$ cat src/core/fbr_regs.svh
// Special-register numbers, field positions, reset values and masks
// Operation
// RQ1: Overflow set by instructions also sets summary overflow.
// RQ2: Summary overflow cleared only by move or copy.
// RQ3: Move with summary zero, overflow one keeps that.
// RQ4: Add-type overflow is carry-in xor carry-out of msb.
// RQ5: Multiply/divide overflow when result exceeds width.
// RQ6: Compares and non-overflowing ops keep both overflow flags.
// RQ7: Carrying and extended adds set carry from msb.
// RQ8: Arithmetic right shift carry: negative, ones shifted out.
// RQ9: Carry kept by compares and carry-free operations.
// RQ10: String byte count comes from bits 25-31.
// RQ11: Flags come from the complete multi-operand result.
// RQ12: Link keeps all bits; target ignores low two.
// RQ13: Link update writes the following instruction address.
// RQ14: Link register is special number 8, branch target.
// RQ15: Decrementing zero count wraps to all ones.
// RQ16: Count register is special number 9, branch target.
// RQ17: Options 0000/0001 decrement, branch on false condition.
// RQ18: Options 0100/0101 decrement, branch on true condition.
// RQ19: Options 001/011 test condition, count untouched.
// RQ20: Leading options bit set ignores the condition.
// RQ21: Hint bit predicts only, never changes the outcome.
// RQ22: Ignored options bits should be zero; disregarded.
// RQ23: Decremented count written back always, branch uses it.
`ifndef FBR_REGS_SVH
`define FBR_REGS_SVH

// Special-register numbers on the move port
`define FBR_SPR_FLAGS 10'h001
`define FBR_SPR_LINK 10'h008
`define FBR_SPR_COUNT 10'h009

// Flag positions, bit 0 of the printed layout is our bit 31
`define FBR_SO_BIT 31
`define FBR_OVF_BIT 30
`define FBR_CRY_BIT 29
`define FBR_BCNT_HI 6
`define FBR_BCNT_LO 0
`define FBR_FLAGS_WMASK 32'he000_007f

// Reset values
`define FBR_FLAGS_RST 32'h0000_0000
`define FBR_LINK_RST 32'h0000_0000
`define FBR_COUNT_RST 32'h0000_0000

// Count wrap value and branch address alignment
`define FBR_COUNT_WRAP 32'hffff_ffff
`define FBR_ADDR_MASK 32'hffff_fffc

// Branch-options field bit positions
`define FBR_BR_IGN_COND 4
`define FBR_BR_COND_VAL 3
`define FBR_BR_NO_DEC 2
`define FBR_BR_ON_ZERO 1
`define FBR_BR_HINT 0

`endif

$ cat src/core/fbr_pkg.sv
// Types shared by the flags, link and count block
package fbr_pkg;

    typedef enum logic [2:0] {
        FBR_OP_ADD = 3'h0,
        FBR_OP_MULW = 3'h1,
        FBR_OP_DIVW = 3'h2,
        FBR_OP_DIVWU = 3'h3,
        FBR_OP_SRAW = 3'h4,
        FBR_OP_CMP = 3'h5,
        FBR_OP_OTHER = 3'h6
    } fbr_op_type;

    typedef enum logic [1:0] {
        FBR_CIN_ZERO = 2'h0,
        FBR_CIN_ONE = 2'h1,
        FBR_CIN_CARRY = 2'h2
    } fbr_cin_type;

    typedef enum logic [1:0] {
        FBR_TGT_DIRECT = 2'h0,
        FBR_TGT_LINK = 2'h1,
        FBR_TGT_COUNT = 2'h2
    } fbr_tgt_type;

    // One fixed-point operation as issued by the execution unit
    typedef struct packed {
        fbr_op_type op;
        logic ovf_en;
        logic carry_en;
        logic invert_a;
        fbr_cin_type cin;
        logic [31:0] opnd_a;
        logic [31:0] opnd_b;
    } fbr_alu_req_type;

    // One conditional branch as issued by the decoder
    typedef struct packed {
        logic [4:0] options;
        logic cond_bit;
        logic link_en;
        fbr_tgt_type tgt;
        logic [31:0] next_addr;
        logic [31:0] direct_addr;
    } fbr_br_req_type;

    // Branch outcome
    typedef struct packed {
        logic taken;
        logic hint;
        logic [31:0] target;
    } fbr_br_res_type;

endpackage

$ cat src/core/fbr_branch_eval.sv
// Branch-options decode: count decrement and taken decision
`timescale 1ns/100ps
`include "fbr_regs.svh"
module fbr_branch_eval
    import fbr_pkg::*;
(
    input wire logic [4:0] options_i,
    input wire logic cond_bit_i,
    input wire logic [31:0] count_i,
    output logic dec_en_o,
    output logic [31:0] count_next_o,
    output logic taken_o,
    output logic hint_o
);

    logic cnt_ok;
    logic cond_ok;

    // Decrement unless the no-decrement bit is set; zero wraps
    always_comb
    begin
        dec_en_o = ~options_i[`FBR_BR_NO_DEC]; // see RQ17 see RQ18 see RQ20
        if (count_i == 32'h0000_0000)
        begin
            count_next_o = `FBR_COUNT_WRAP; // see RQ15
        end
        else
        begin
            count_next_o = count_i - 32'h0000_0001;
        end
    end

    // Test the new count, never the old one
    assign cnt_ok = options_i[`FBR_BR_NO_DEC] |
        ((count_next_o != 32'h0000_0000) ^ options_i[`FBR_BR_ON_ZERO]); // see RQ23
    // Condition test, skipped when the leading bit is set
    assign cond_ok = options_i[`FBR_BR_IGN_COND] |
        (cond_bit_i == options_i[`FBR_BR_COND_VAL]); // see RQ19 see RQ20
    // Ignored z bits fall out of both terms, so their value is irrelevant
    assign taken_o = cnt_ok & cond_ok; // see RQ22
    // Hint only echoed for the fetch predictor, not in taken_o
    assign hint_o = options_i[`FBR_BR_HINT]; // see RQ21

endmodule // fbr_branch_eval

$ cat src/core/fbr_core.sv
// Fixed-point flags, link and count registers with branch resolution
`timescale 1ns/100ps
`include "fbr_regs.svh"
module fbr_core
    import fbr_pkg::*;
(
    input wire logic SYS_CLK_I,
    input wire logic RST_B_I,
    input wire logic CLK_EN_I,
    input wire logic SPR_WR_I,
    input wire logic SPR_RD_I,
    input wire logic [9:0] SPR_NUM_I,
    input wire logic [31:0] SPR_WDATA_I,
    output logic [31:0] SPR_RDATA_O,
    output logic SPR_RVALID_O,
    output logic SPR_BAD_O,
    input wire logic COPY_FLAGS_I,
    output logic [3:0] CR_FIELD_O,
    output logic CR_FIELD_VALID_O,
    input wire logic ALU_VALID_I,
    input wire fbr_alu_req_type ALU_REQ_I,
    output logic ALU_DONE_O,
    output logic SUMMARY_OVF_O,
    output logic OVERFLOW_O,
    output logic CARRY_O,
    output logic [6:0] STRING_BYTES_O,
    input wire logic BR_VALID_I,
    input wire fbr_br_req_type BR_REQ_I,
    output logic BR_DONE_O,
    output fbr_br_res_type BR_RES_O,
    output logic [31:0] LINK_O,
    output logic [31:0] COUNT_O
);

    logic [31:0] flags_reg;
    logic [31:0] flags_next;
    logic [31:0] link_reg;
    logic [31:0] link_next;
    logic [31:0] count_reg;
    logic [31:0] count_next;
    logic [31:0] rdata_reg;
    logic rvalid_reg;
    logic bad_reg;
    logic [3:0] cr_field_reg;
    logic cr_valid_reg;
    logic alu_done_reg;
    logic br_done_reg;
    fbr_br_res_type br_res_reg;

    logic hit_flags;
    logic hit_link;
    logic hit_count;
    logic hit_any;

    logic [31:0] add_x;
    logic cin_bit;
    logic [32:0] sum33;
    logic carry_into_msb;
    logic add_ovf;
    logic [63:0] product;
    logic mul_ovf;
    logic divw_ovf;
    logic divwu_ovf;
    logic [31:0] shift_mask;
    logic shift_lost;
    logic sra_cry;
    logic ovf_upd;
    logic ovf_val;
    logic cry_upd;
    logic cry_val;

    logic br_dec_en;
    logic [31:0] br_count_dec;
    logic br_taken;
    logic br_hint;
    logic [31:0] br_target;

    // Special-register number decode
    assign hit_flags = (SPR_NUM_I == `FBR_SPR_FLAGS);
    assign hit_link = (SPR_NUM_I == `FBR_SPR_LINK); // see RQ14
    assign hit_count = (SPR_NUM_I == `FBR_SPR_COUNT); // see RQ16
    assign hit_any = hit_flags | hit_link | hit_count;

    // Add-type datapath: all three operands summed as one, no partial sum
    always_comb
    begin
        add_x = ALU_REQ_I.invert_a ? ~ALU_REQ_I.opnd_a : ALU_REQ_I.opnd_a;
        unique case (ALU_REQ_I.cin)
            FBR_CIN_ZERO: cin_bit = 1'b0;
            FBR_CIN_ONE: cin_bit = 1'b1;
            FBR_CIN_CARRY: cin_bit = flags_reg[`FBR_CRY_BIT];
            default: cin_bit = 1'b0;
        endcase
    end

    assign sum33 = {1'b0, add_x} + {1'b0, ALU_REQ_I.opnd_b} + {32'h0000_0000, cin_bit}; // see RQ11
    // Carry into the msb is recovered from the msb sum bit
    assign carry_into_msb = add_x[31] ^ ALU_REQ_I.opnd_b[31] ^ sum33[31];
    assign add_ovf = sum33[32] ^ carry_into_msb; // see RQ4

    // Word multiply overflows when the high half is not a sign extension
    assign product = $signed(ALU_REQ_I.opnd_a) * $signed(ALU_REQ_I.opnd_b);
    assign mul_ovf = ~((&product[63:31]) | ~(|product[63:31])); // see RQ5

    // Divide cases whose quotient has no 32-bit form
    assign divw_ovf = (ALU_REQ_I.opnd_b == 32'h0000_0000) |
        ((ALU_REQ_I.opnd_a == 32'h8000_0000) & (ALU_REQ_I.opnd_b == 32'hffff_ffff)); // see RQ5
    assign divwu_ovf = (ALU_REQ_I.opnd_b == 32'h0000_0000); // see RQ5

    // Arithmetic right shift: six-bit amount, 32 or more shifts out all bits
    assign shift_mask = ~(32'hffff_ffff << ALU_REQ_I.opnd_b[4:0]);
    assign shift_lost = ALU_REQ_I.opnd_b[5] ? (ALU_REQ_I.opnd_a != 32'h0000_0000) :
        ((ALU_REQ_I.opnd_a & shift_mask) != 32'h0000_0000);
    assign sra_cry = ALU_REQ_I.opnd_a[31] & shift_lost; // see RQ8

    // Which flags an operation touches, and with what
    always_comb
    begin
        ovf_upd = 1'b0;
        ovf_val = 1'b0;
        cry_upd = 1'b0;
        cry_val = 1'b0;
        unique case (ALU_REQ_I.op)
            FBR_OP_ADD:
            begin
                ovf_upd = ALU_REQ_I.ovf_en; // see RQ4
                ovf_val = add_ovf;
                cry_upd = ALU_REQ_I.carry_en; // see RQ7
                cry_val = sum33[32];
            end
            FBR_OP_MULW:
            begin
                ovf_upd = ALU_REQ_I.ovf_en;
                ovf_val = mul_ovf;
            end
            FBR_OP_DIVW:
            begin
                ovf_upd = ALU_REQ_I.ovf_en;
                ovf_val = divw_ovf;
            end
            FBR_OP_DIVWU:
            begin
                ovf_upd = ALU_REQ_I.ovf_en;
                ovf_val = divwu_ovf;
            end
            FBR_OP_SRAW:
            begin
                cry_upd = 1'b1; // see RQ8
                cry_val = sra_cry;
            end
            // Compares and the rest leave every flag alone
            FBR_OP_CMP, FBR_OP_OTHER:
            begin
                ovf_upd = 1'b0; // see RQ6 see RQ9
                cry_upd = 1'b0;
            end
            default:
            begin
                ovf_upd = 1'b0;
                cry_upd = 1'b0;
            end
        endcase
    end

    // Flags next value: explicit clears first, hardware sets last so they win
    always_comb
    begin
        flags_next = flags_reg;
        if (SPR_WR_I && hit_flags)
        begin
            flags_next = SPR_WDATA_I & `FBR_FLAGS_WMASK; // see RQ2 see RQ3
        end
        if (COPY_FLAGS_I)
        begin
            flags_next[`FBR_SO_BIT] = 1'b0; // see RQ2
            flags_next[`FBR_OVF_BIT] = 1'b0;
            flags_next[`FBR_CRY_BIT] = 1'b0;
        end
        if (ALU_VALID_I)
        begin
            if (ovf_upd)
            begin
                flags_next[`FBR_OVF_BIT] = ovf_val;
                if (ovf_val)
                begin
                    flags_next[`FBR_SO_BIT] = 1'b1; // see RQ1
                end
            end
            if (cry_upd)
            begin
                flags_next[`FBR_CRY_BIT] = cry_val; // see RQ7 see RQ8
            end
        end
    end

    // Flags register
    always_ff @(posedge SYS_CLK_I or negedge RST_B_I)
    begin
        if (!RST_B_I)
        begin
            flags_reg <= `FBR_FLAGS_RST;
        end
        else if (CLK_EN_I)
        begin
            flags_reg <= flags_next;
        end
    end

    // Branch-options decode against the current count
    fbr_branch_eval u_eval (
        .options_i(BR_REQ_I.options),
        .cond_bit_i(BR_REQ_I.cond_bit),
        .count_i(count_reg),
        .dec_en_o(br_dec_en),
        .count_next_o(br_count_dec),
        .taken_o(br_taken),
        .hint_o(br_hint)
    );

    // Target: register sources drop their low two bits, stored bits stay
    always_comb
    begin
        unique case (BR_REQ_I.tgt)
            FBR_TGT_LINK: br_target = link_reg & `FBR_ADDR_MASK; // see RQ12 see RQ14
            FBR_TGT_COUNT: br_target = count_reg & `FBR_ADDR_MASK; // see RQ16
            FBR_TGT_DIRECT: br_target = BR_REQ_I.direct_addr;
            default: br_target = BR_REQ_I.direct_addr;
        endcase
    end

    // Link next value; a branch in the same cycle is the later writer
    always_comb
    begin
        link_next = link_reg;
        if (SPR_WR_I && hit_link)
        begin
            link_next = SPR_WDATA_I; // see RQ12
        end
        if (BR_VALID_I && BR_REQ_I.link_en)
        begin
            link_next = BR_REQ_I.next_addr; // see RQ13
        end
    end

    // Count next value; decrement stored whether taken or not
    always_comb
    begin
        count_next = count_reg;
        if (SPR_WR_I && hit_count)
        begin
            count_next = SPR_WDATA_I;
        end
        if (BR_VALID_I && br_dec_en)
        begin
            count_next = br_count_dec; // see RQ23 see RQ15
        end
    end

    // Link and count registers
    always_ff @(posedge SYS_CLK_I or negedge RST_B_I)
    begin
        if (!RST_B_I)
        begin
            link_reg <= `FBR_LINK_RST;
            count_reg <= `FBR_COUNT_RST;
        end
        else if (CLK_EN_I)
        begin
            link_reg <= link_next;
            count_reg <= count_next;
        end
    end

    // Branch outcome, one cycle after the request
    always_ff @(posedge SYS_CLK_I or negedge RST_B_I)
    begin
        if (!RST_B_I)
        begin
            br_done_reg <= 1'b0;
            br_res_reg <= '0;
        end
        else if (CLK_EN_I)
        begin
            br_done_reg <= BR_VALID_I;
            if (BR_VALID_I)
            begin
                br_res_reg.taken <= br_taken; // see RQ17 see RQ18 see RQ19 see RQ20
                br_res_reg.hint <= br_hint; // see RQ21
                br_res_reg.target <= br_target;
            end
        end
    end

    // Move-from port: reads see values before this cycle's updates
    always_ff @(posedge SYS_CLK_I or negedge RST_B_I)
    begin
        if (!RST_B_I)
        begin
            rdata_reg <= 32'h0000_0000;
            rvalid_reg <= 1'b0;
            bad_reg <= 1'b0;
        end
        else if (CLK_EN_I)
        begin
            rvalid_reg <= SPR_RD_I & hit_any;
            bad_reg <= (SPR_RD_I | SPR_WR_I) & ~hit_any;
            if (SPR_RD_I)
            begin
                if (hit_flags)
                begin
                    rdata_reg <= flags_reg;
                end
                else if (hit_link)
                begin
                    rdata_reg <= link_reg; // see RQ14
                end
                else if (hit_count)
                begin
                    rdata_reg <= count_reg; // see RQ16
                end
                else
                begin
                    rdata_reg <= 32'h0000_0000;
                end
            end
        end
    end

    // Copy of the three flags toward the condition field, old values
    always_ff @(posedge SYS_CLK_I or negedge RST_B_I)
    begin
        if (!RST_B_I)
        begin
            cr_field_reg <= 4'h0;
            cr_valid_reg <= 1'b0;
            alu_done_reg <= 1'b0;
        end
        else if (CLK_EN_I)
        begin
            cr_valid_reg <= COPY_FLAGS_I;
            alu_done_reg <= ALU_VALID_I;
            if (COPY_FLAGS_I)
            begin
                cr_field_reg <= {flags_reg[`FBR_SO_BIT], flags_reg[`FBR_OVF_BIT],
                    flags_reg[`FBR_CRY_BIT], 1'b0};
            end
        end
    end

    // Outputs, all taken straight from registers
    assign SPR_RDATA_O = rdata_reg;
    assign SPR_RVALID_O = rvalid_reg;
    assign SPR_BAD_O = bad_reg;
    assign CR_FIELD_O = cr_field_reg;
    assign CR_FIELD_VALID_O = cr_valid_reg;
    assign ALU_DONE_O = alu_done_reg;
    assign SUMMARY_OVF_O = flags_reg[`FBR_SO_BIT];
    assign OVERFLOW_O = flags_reg[`FBR_OVF_BIT];
    assign CARRY_O = flags_reg[`FBR_CRY_BIT];
    assign STRING_BYTES_O = flags_reg[`FBR_BCNT_HI:`FBR_BCNT_LO]; // see RQ10
    assign BR_DONE_O = br_done_reg;
    assign BR_RES_O = br_res_reg;
    assign LINK_O = link_reg;
    assign COUNT_O = count_reg;

endmodule // fbr_core

$ cat config.mk
export PLATFORM = sky130hd
export DESIGN_NAME = fbr_core
export DESIGN_NICKNAME = d
export VERILOG_FILES = /design/src/core/fbr_pkg.sv /design/src/core/fbr_branch_eval.sv /design/src/core/fbr_core.sv
export VERILOG_INCLUDE_DIRS = /design/src /design/src/core
export SDC_FILE = /design/constraint.sdc
export NUM_CORES = 2
export LEC_CHECK = 0
export ABC_AREA = 0
export BUFFER_PORTS_ARGS = -buffer_cell sky130_fd_sc_hd__buf_2
export CAP_MARGIN = 20
export CORE_MARGIN = 5
export CORE_UTILIZATION = 63
export CTS_CLUSTER_DIAMETER = 100
export CTS_CLUSTER_SIZE = 20
export DETAILED_ROUTE_END_ITERATION = 10
export PLACE_DENSITY = 0.84
export SYNTH_ARGS = -nofsm -noshare
export SYNTH_HDL_FRONTEND = slang
export SYNTH_HIERARCHICAL = 1
export SYNTH_SLANG_ARGS = --single-unit
$ cat constraint.sdc
create_clock -name SYS_CLK_I -period 6.1 [get_ports SYS_CLK_I]
set_input_delay 0.305 -clock SYS_CLK_I [delete_from_list [all_inputs] [get_ports SYS_CLK_I]]
set_output_delay 0.305 -clock SYS_CLK_I [all_outputs]
set_load 0.03 [all_outputs]
## After elaboration in Yosys (flattened, before gate mapping)

Cells that the tools add are included.

| cells by class | value |
|---|---|
| $add $sub $neg | 3 |
| multiply operators | 1 |
| eq/ne operators | 14 |
| shift-type cells | 1 |
| muxes and demuxes | 22 |
| bitwise gates (word level) | 23 |
| reductions and logical operators | 22 |

Operators by type and width:

| operator | count |
|---|---|
| two-way mux 32 bit | 10 |
| nonzero test 32 bit | 3 |
| equality test 32 bit, second input constant | 2 |
| zero test 32 bit | 2 |
| multiplier 32 x 32 -> 64 bit | 1 |
| NOT 32 bit | 2 |
| case mux 32 bit (2 select lines) | 1 |
| adder 32 x 32 -> 33 bit | 1 |
| adder 33 x 1 -> 33 bit | 1 |
| AND reduction 33 bit | 1 |
| OR reduction 33 bit | 1 |
| AND 32 bit | 1 |
| left shift 32 x 5 -> 32 bit, first input constant | 1 |
| subtractor 32 x 1 -> 32 bit, second input constant | 1 |
| equality test 10 x 4 -> 1 bit, second input constant | 2 |
| AND reduction 2 bit | 6 |
| equality test 10 x 1 -> 1 bit, second input constant | 1 |
| OR 1 bit | 7 |
| equality test 3 x 2 -> 1 bit, second input constant | 2 |
| two-way mux 3 bit | 2 |
| case mux 1 bit (2 select lines) | 3 |
| AND 1 bit | 5 |
| logical AND 1 bit | 5 |
| equality test 2 x 1 -> 1 bit, second input constant | 2 |
| other kinds (12) | 23 |

| word-level totals | value |
|---|---|
| bits in registers | 148 |
| bits of input ports | 195 |
| output and inout port bits | 149 |

## Logic depth before layout (Yosys ltp)

| logic depth | value |
|---|---|
| depth in word-level cells | 10 |
| mapped depth | 30 |

## By module

The synthesis kept the hierarchy.

By module, submodules not included:

| module | instances | cells an instance | area an instance (sq um) | seq. area each (sq um) |
|---|---|---|---|---|
| fbr_core | 1 | 4,762 | 44,382.6 | 3,703.6 |
| fbr_branch_eval | 1 | 185 | 1,183.6 | 0.0 |

## Least setup slack after synthesis

OpenSTA, ideal clock, no wires.

| path | value |
|---|---|
| kind | input -> register |
| start | input port ALU_REQ_I[2] in the netlist's numbering |
| end | register flags_reg[30] |
| library setup time | 0.130 ns |
| arrival time | 8.796 ns |
| required time | 5.970 ns |
| setup slack | -2.827 ns |
| cell stages on the path | 29 |
| buffers on the path | 4 |
| cells stage by stage | clkbuf_1 clkbuf_1 clkbuf_1 nand2_1 inv_1 fa_1 inv_1 fa_1 inv_1 fa_1 fa_1 inv_1 fa_1 fa_1 fa_1 fa_1 inv_1 ha_1 clkbuf_1 a21o_1 o21bai_1 a311oi_1 o21ai_0 o21bai_1 a21oi_1 nand4b_1 or4_1 nor4_2 o21ai_1 |

| on the way | value |
|---|---|
| cells in the longest elaborated chain, start to end | 8 |
| elaborated cells on any way between the ends | 17 |
| classes of those cells | add/sub (2); mul (1); eq/ne (1); mux (3); bitwise (7); reduce/logical (3) |

Ends and longest elaborated chain:

| what | line | RTL |
|---|---|---|
| start, declared | fbr_core.sv:21 | `input wire fbr_alu_req_type ALU_REQ_I,` |
| multiplier 32 x 32 -> 64 bit | fbr_core.sv:102 | `assign product = $signed(ALU_REQ_I.opnd_a) * $signed(ALU_REQ_I.opnd_b);` |
| OR reduction 33 bit | fbr_core.sv:103 | `assign mul_ovf = ~((&product[63:31]) \| ~(\|product[63:31]));` |
| NOT 1 bit | fbr_core.sv:103 |  |
| OR 1 bit | fbr_core.sv:103 |  |
| NOT 1 bit | fbr_core.sv:103 |  |
| case mux 1 bit (4 select lines) (*) | fbr_core.sv:123 | `unique case (ALU_REQ_I.op)` |
| two-way mux 2 bit (*) | fbr_core.sv:181 | `if (ovf_upd)` |
| two-way mux 3 bit (*) | fbr_core.sv:179 | `if (ALU_VALID_I)` |
| end signal, assigned | fbr_core.sv:201 | `` flags_reg <= `FBR_FLAGS_RST; `` |
| end signal, assigned | fbr_core.sv:205 | `flags_reg <= flags_next;` |
| end, declared | fbr_core.sv:35 | `logic [31:0] flags_reg;` |

Mark *: on every way between the ends. The rest lies on a longest branch, timed or not.
A chain may end at the register's enable or synchronous reset.

## Worst setup path in the final report

| path | value |
|---|---|
| start | input port ALU_REQ_I[63] in the netlist's numbering |
| end | register flags_reg[30] |

| on the way | value |
|---|---|
| cells in the longest elaborated chain, start to end | 9 |
| elaborated cells on any way between the ends | 19 |
| classes of those cells | add/sub (2); mul (1); eq/ne (1); mux (4); bitwise (9); reduce/logical (2) |

Ends and longest elaborated chain:

| what | line |
|---|---|
| branches (longest 6 deep; another with multiplier 32 x 32 -> 64 bit) | n/a |
| case mux 1 bit (4 select lines) (*) | fbr_core.sv:123 |
| two-way mux 2 bit (*) | fbr_core.sv:181 |
| two-way mux 3 bit (*) | fbr_core.sv:179 |

Mark *: on every way between the ends.

==> results.json <==
{
  "status": "finished with violations",
  "violations": "negative setup slack",
  "grt_usage_pct": 41.9,
  "die_y_um": 279,
  "end_kind": "register",
  "dr_wl_met2_um": 74300,
  "via_per_inst": 6.18,
  "finalWorstSetupSlack_ns": -1.95,
  "nNetsFinal": 7084,
  "wirelength_um": 165000,
  "cp_slowest_cell": "fa_2",
  "startpoint_type": "primary input",
  "die_w_um": 279,
  "ys_warn_count": 6,
  "grt_pass1_vias": 43600,
  "die-area_um2": 77800,
  "wl_per_cell_um": 25.2,
  "clockRootBuffer": "clkbuf_16",
  "drv_slew": 0,
  "worstSetupPathType": "in -> reg",
  "cts_tree": "yes",
  "postSynth.asyncResetShare_pct": 100,
  "cp_slowest_stage_delay_ns": 0.65,
  "post-route-min-period_ns": 8.05,
  "area_growth_pct": 18.9,
  "post-route-drc-count": 0,
  "met3_length_um": 19000,
  "yosysUniqueCellTypes": 84,
  "clock_path_buffers": 2,
  "cp.required_ns": 6.42,
  "grt_pass1_wl_um": 250000,
  "seq_area_frac_synth_pct": 8.13,
  "synth_area_um2": 45600,
  "gp_congestion": 1.03,
  "synth_edf_count": 0,
  "final_common_cell": "fa_1",
  "grt_overflow_total": 0,
  "drtIter0Drc": 4665,
  "drive_gt1_share_pct": 21.6,
  "syn_nets": 6441,
  "clk_pin_slew_ns": 0.08,
  "clkLatencyLatePin_ns": 0.45,
  "ys.flop_type": "dfrtp_1",
  "crit_fanout": 7,
  "grt_setup_unrepaired": "true",
  "path_common_cell": "fa_1",
  "cts_made_buffers": 17,
  "top_level_ports": 344,
  "port_buffers": 342,
  "cts_sinks": 148,
  "synth-seq-cells": 148,
  "dr.pass1.iters": 9,
  "ant_nets": 0,
  "antenna_found_initial": 20,
  "routed.top_layer": "met5",
  "core_um2": 71600,
  "post-dp-hpwl_um": 132000,
  "maxCapViolCount": 0,
  "ctsHtreeMaxLevel": 4,
  "cp.arrival_ns": 8.37,
  "maxClockFrequency_mhz": 124,
  "grt_start_max_net_pins": 82,
  "tightest_slew_ns": 1.13,
  "utilization_pct": 75.6,
  "drt-met1-wl_um": 54500,
  "relSlewSlack_pct": 25.0,
  "syn_inst": 4947,
  "fin_crit_sh_pct": 132,
  "finalSetupTns_ns": -3.89,
  "multi_input_area_um2": 38800,
  "fin_skew_ns": 0.0133,
  "num-fill-cells": 4733,
  "num_vias": 40600,
  "fp-row-count": 98,
  "regArea_um2": 3700,
  "min_path_type": "in -> reg",
  "layout_common_cells": "1057 x fa_1, 815 x nand2_1, 742 x inv_1",
  "hold_violations": 0,
  "largest_register_ffs": 34,
  "initial_core_util_pct": 63.6,
  "setup_viol": 2,
  "avgSynthCellArea_um2": 9.21
}
per-layer routing:
metal / GRT usage [%] / vias up
met1: 50.4 / 19900
met3: 10.5 / 1011
met2: 65.7 / 3083
li1: - / 16500
met4: 31.7 / 12
met5: 0 / -
what timing repair did:
action,4_1_cts,5_1_grt
hold buffers,1,0
pin swaps,121,60
hold endpoints to repair,67,0
gates cloned,1,0
buffers inserted,29,11
setup endpoints to repair,2,2
resized for setup,208,78
final timing paths:
kind	cells after the start	slack, ns	to	start
min reg2reg	2	0.48	BR_RES_O[31]	BR_RES_O[31]
min	3	0.11	flags_reg[6]	SPR_WDATA_I[6]
max	29	-1.95	flags_reg[30]	ALU_REQ_I[63]
min in group asynchronous	2	0.41	BR_RES_O[14]	RST_B_I
max in group asynchronous	4	4.58	SPR_RDATA_O[29]	RST_B_I
max reg2reg	10	1.72	BR_RES_O[33]	COUNT_O[0]
worst max-delay path, delay by kind of cell:
family	cells	cell delay [ns]
and+or+nand+nor	4	1.37
adders and majority gates	9	4.57
xor gates and xnor gates	1	0.15
AOI/OAI and AO/OA	5	0.81
buffers and inverters	10	1.15
cells by family (layout without fill, tap and decap cells):
logic type | Yosys count | after routing | share of synthesized area [%]
buf+inv | 1088 | 1744 | 9.07
simple gates | 1665 | 1665 | 17.8
flops | 148 | 148 | 8.13
mux | 107 | 107 | 2.37
xor+xnor | 97 | 97 | 1.88
other cells | 1 | 14 | 0.00823
fa+ha+maj | 1299 | 1299 | 53.5
compound gates | 542 | 542 | 7.29
synth_stat cells, types with 5 or more instances:
| cell type | count | area share (%) |
|---|---|---|
| a211oi_1 | 13 | 0.21 |
| a21o_1 | 22 | 0.36 |
| a21oi_1 | 147 | 1.6 |
| a22oi_1 | 36 | 0.59 |
| a31oi_1 | 12 | 0.16 |
| and2_1 | 443 | 6.1 |
| and3_1 | 9 | 0.12 |
| and4_1 | 7 | 0.13 |
| buf_1 | 19 | 0.16 |
| clkbuf_1 | 298 | 2.5 |
| dfrtp_1 | 148 | 8.1 |
| fa_1 | 1081 | 47 |
| ha_1 | 218 | 6.0 |
| inv_1 | 759 | 6.3 |
| mux2_2 | 6 | 0.15 |
| mux2i_1 | 101 | 2.2 |
| nand2_1 | 832 | 6.9 |
| nand2b_1 | 30 | 0.41 |
| nand3_1 | 42 | 0.46 |
| nand4_1 | 42 | 0.58 |
| nand4b_1 | 6 | 0.12 |
| nor2_1 | 128 | 1.1 |
| nor2b_1 | 8 | 0.11 |
| nor3_1 | 34 | 0.37 |
| nor3b_1 | 5 | 0.082 |
| nor4_1 | 28 | 0.38 |
| nor4b_1 | 5 | 0.096 |
| o211ai_1 | 13 | 0.21 |
| o21ai_0 | 192 | 2.1 |
| o21ai_1 | 9 | 0.099 |
| o21bai_1 | 13 | 0.21 |
| o31a_1 | 6 | 0.12 |
| o31ai_1 | 31 | 0.51 |
| or2_2 | 5 | 0.069 |
| or3_1 | 7 | 0.096 |
| or4_1 | 10 | 0.16 |
| xnor2_1 | 49 | 0.94 |
| xor2_1 | 47 | 0.90 |
per-stage QoR:
step	cells	worst slack, ns	hold WS, ns	instance area (um^2)
6_report	6566	-1.95	0.108	54200
5_1_grt	6565	-2.11	0.104	54200
4_1_cts	6539	-1.76	0.100	53600
3_5_place_dp	6476	-2.76	0.328	51900
3_3_place_gp	6476	-2.61	0.334	51900
2_1_floorplan	4947	-2.12	0.00941	45800
final cells by class:
class / instances / area share (%)
Inverter: 760 / 5.29
Tap cell: 950 / 2.19
Multi-Input combinational cell: 3711 / 71.7
Antenna cell: 13 / 0.0601
Timing Repair Buffer: 952 / 12.8
Clock inverter: 15 / 0.333
Clock buffer: 17 / 0.786
Sequential cell: 148 / 6.84
Power is not shown: default switching activity piles up to over one toggle a cycle in this logic, so the estimate is an artifact.
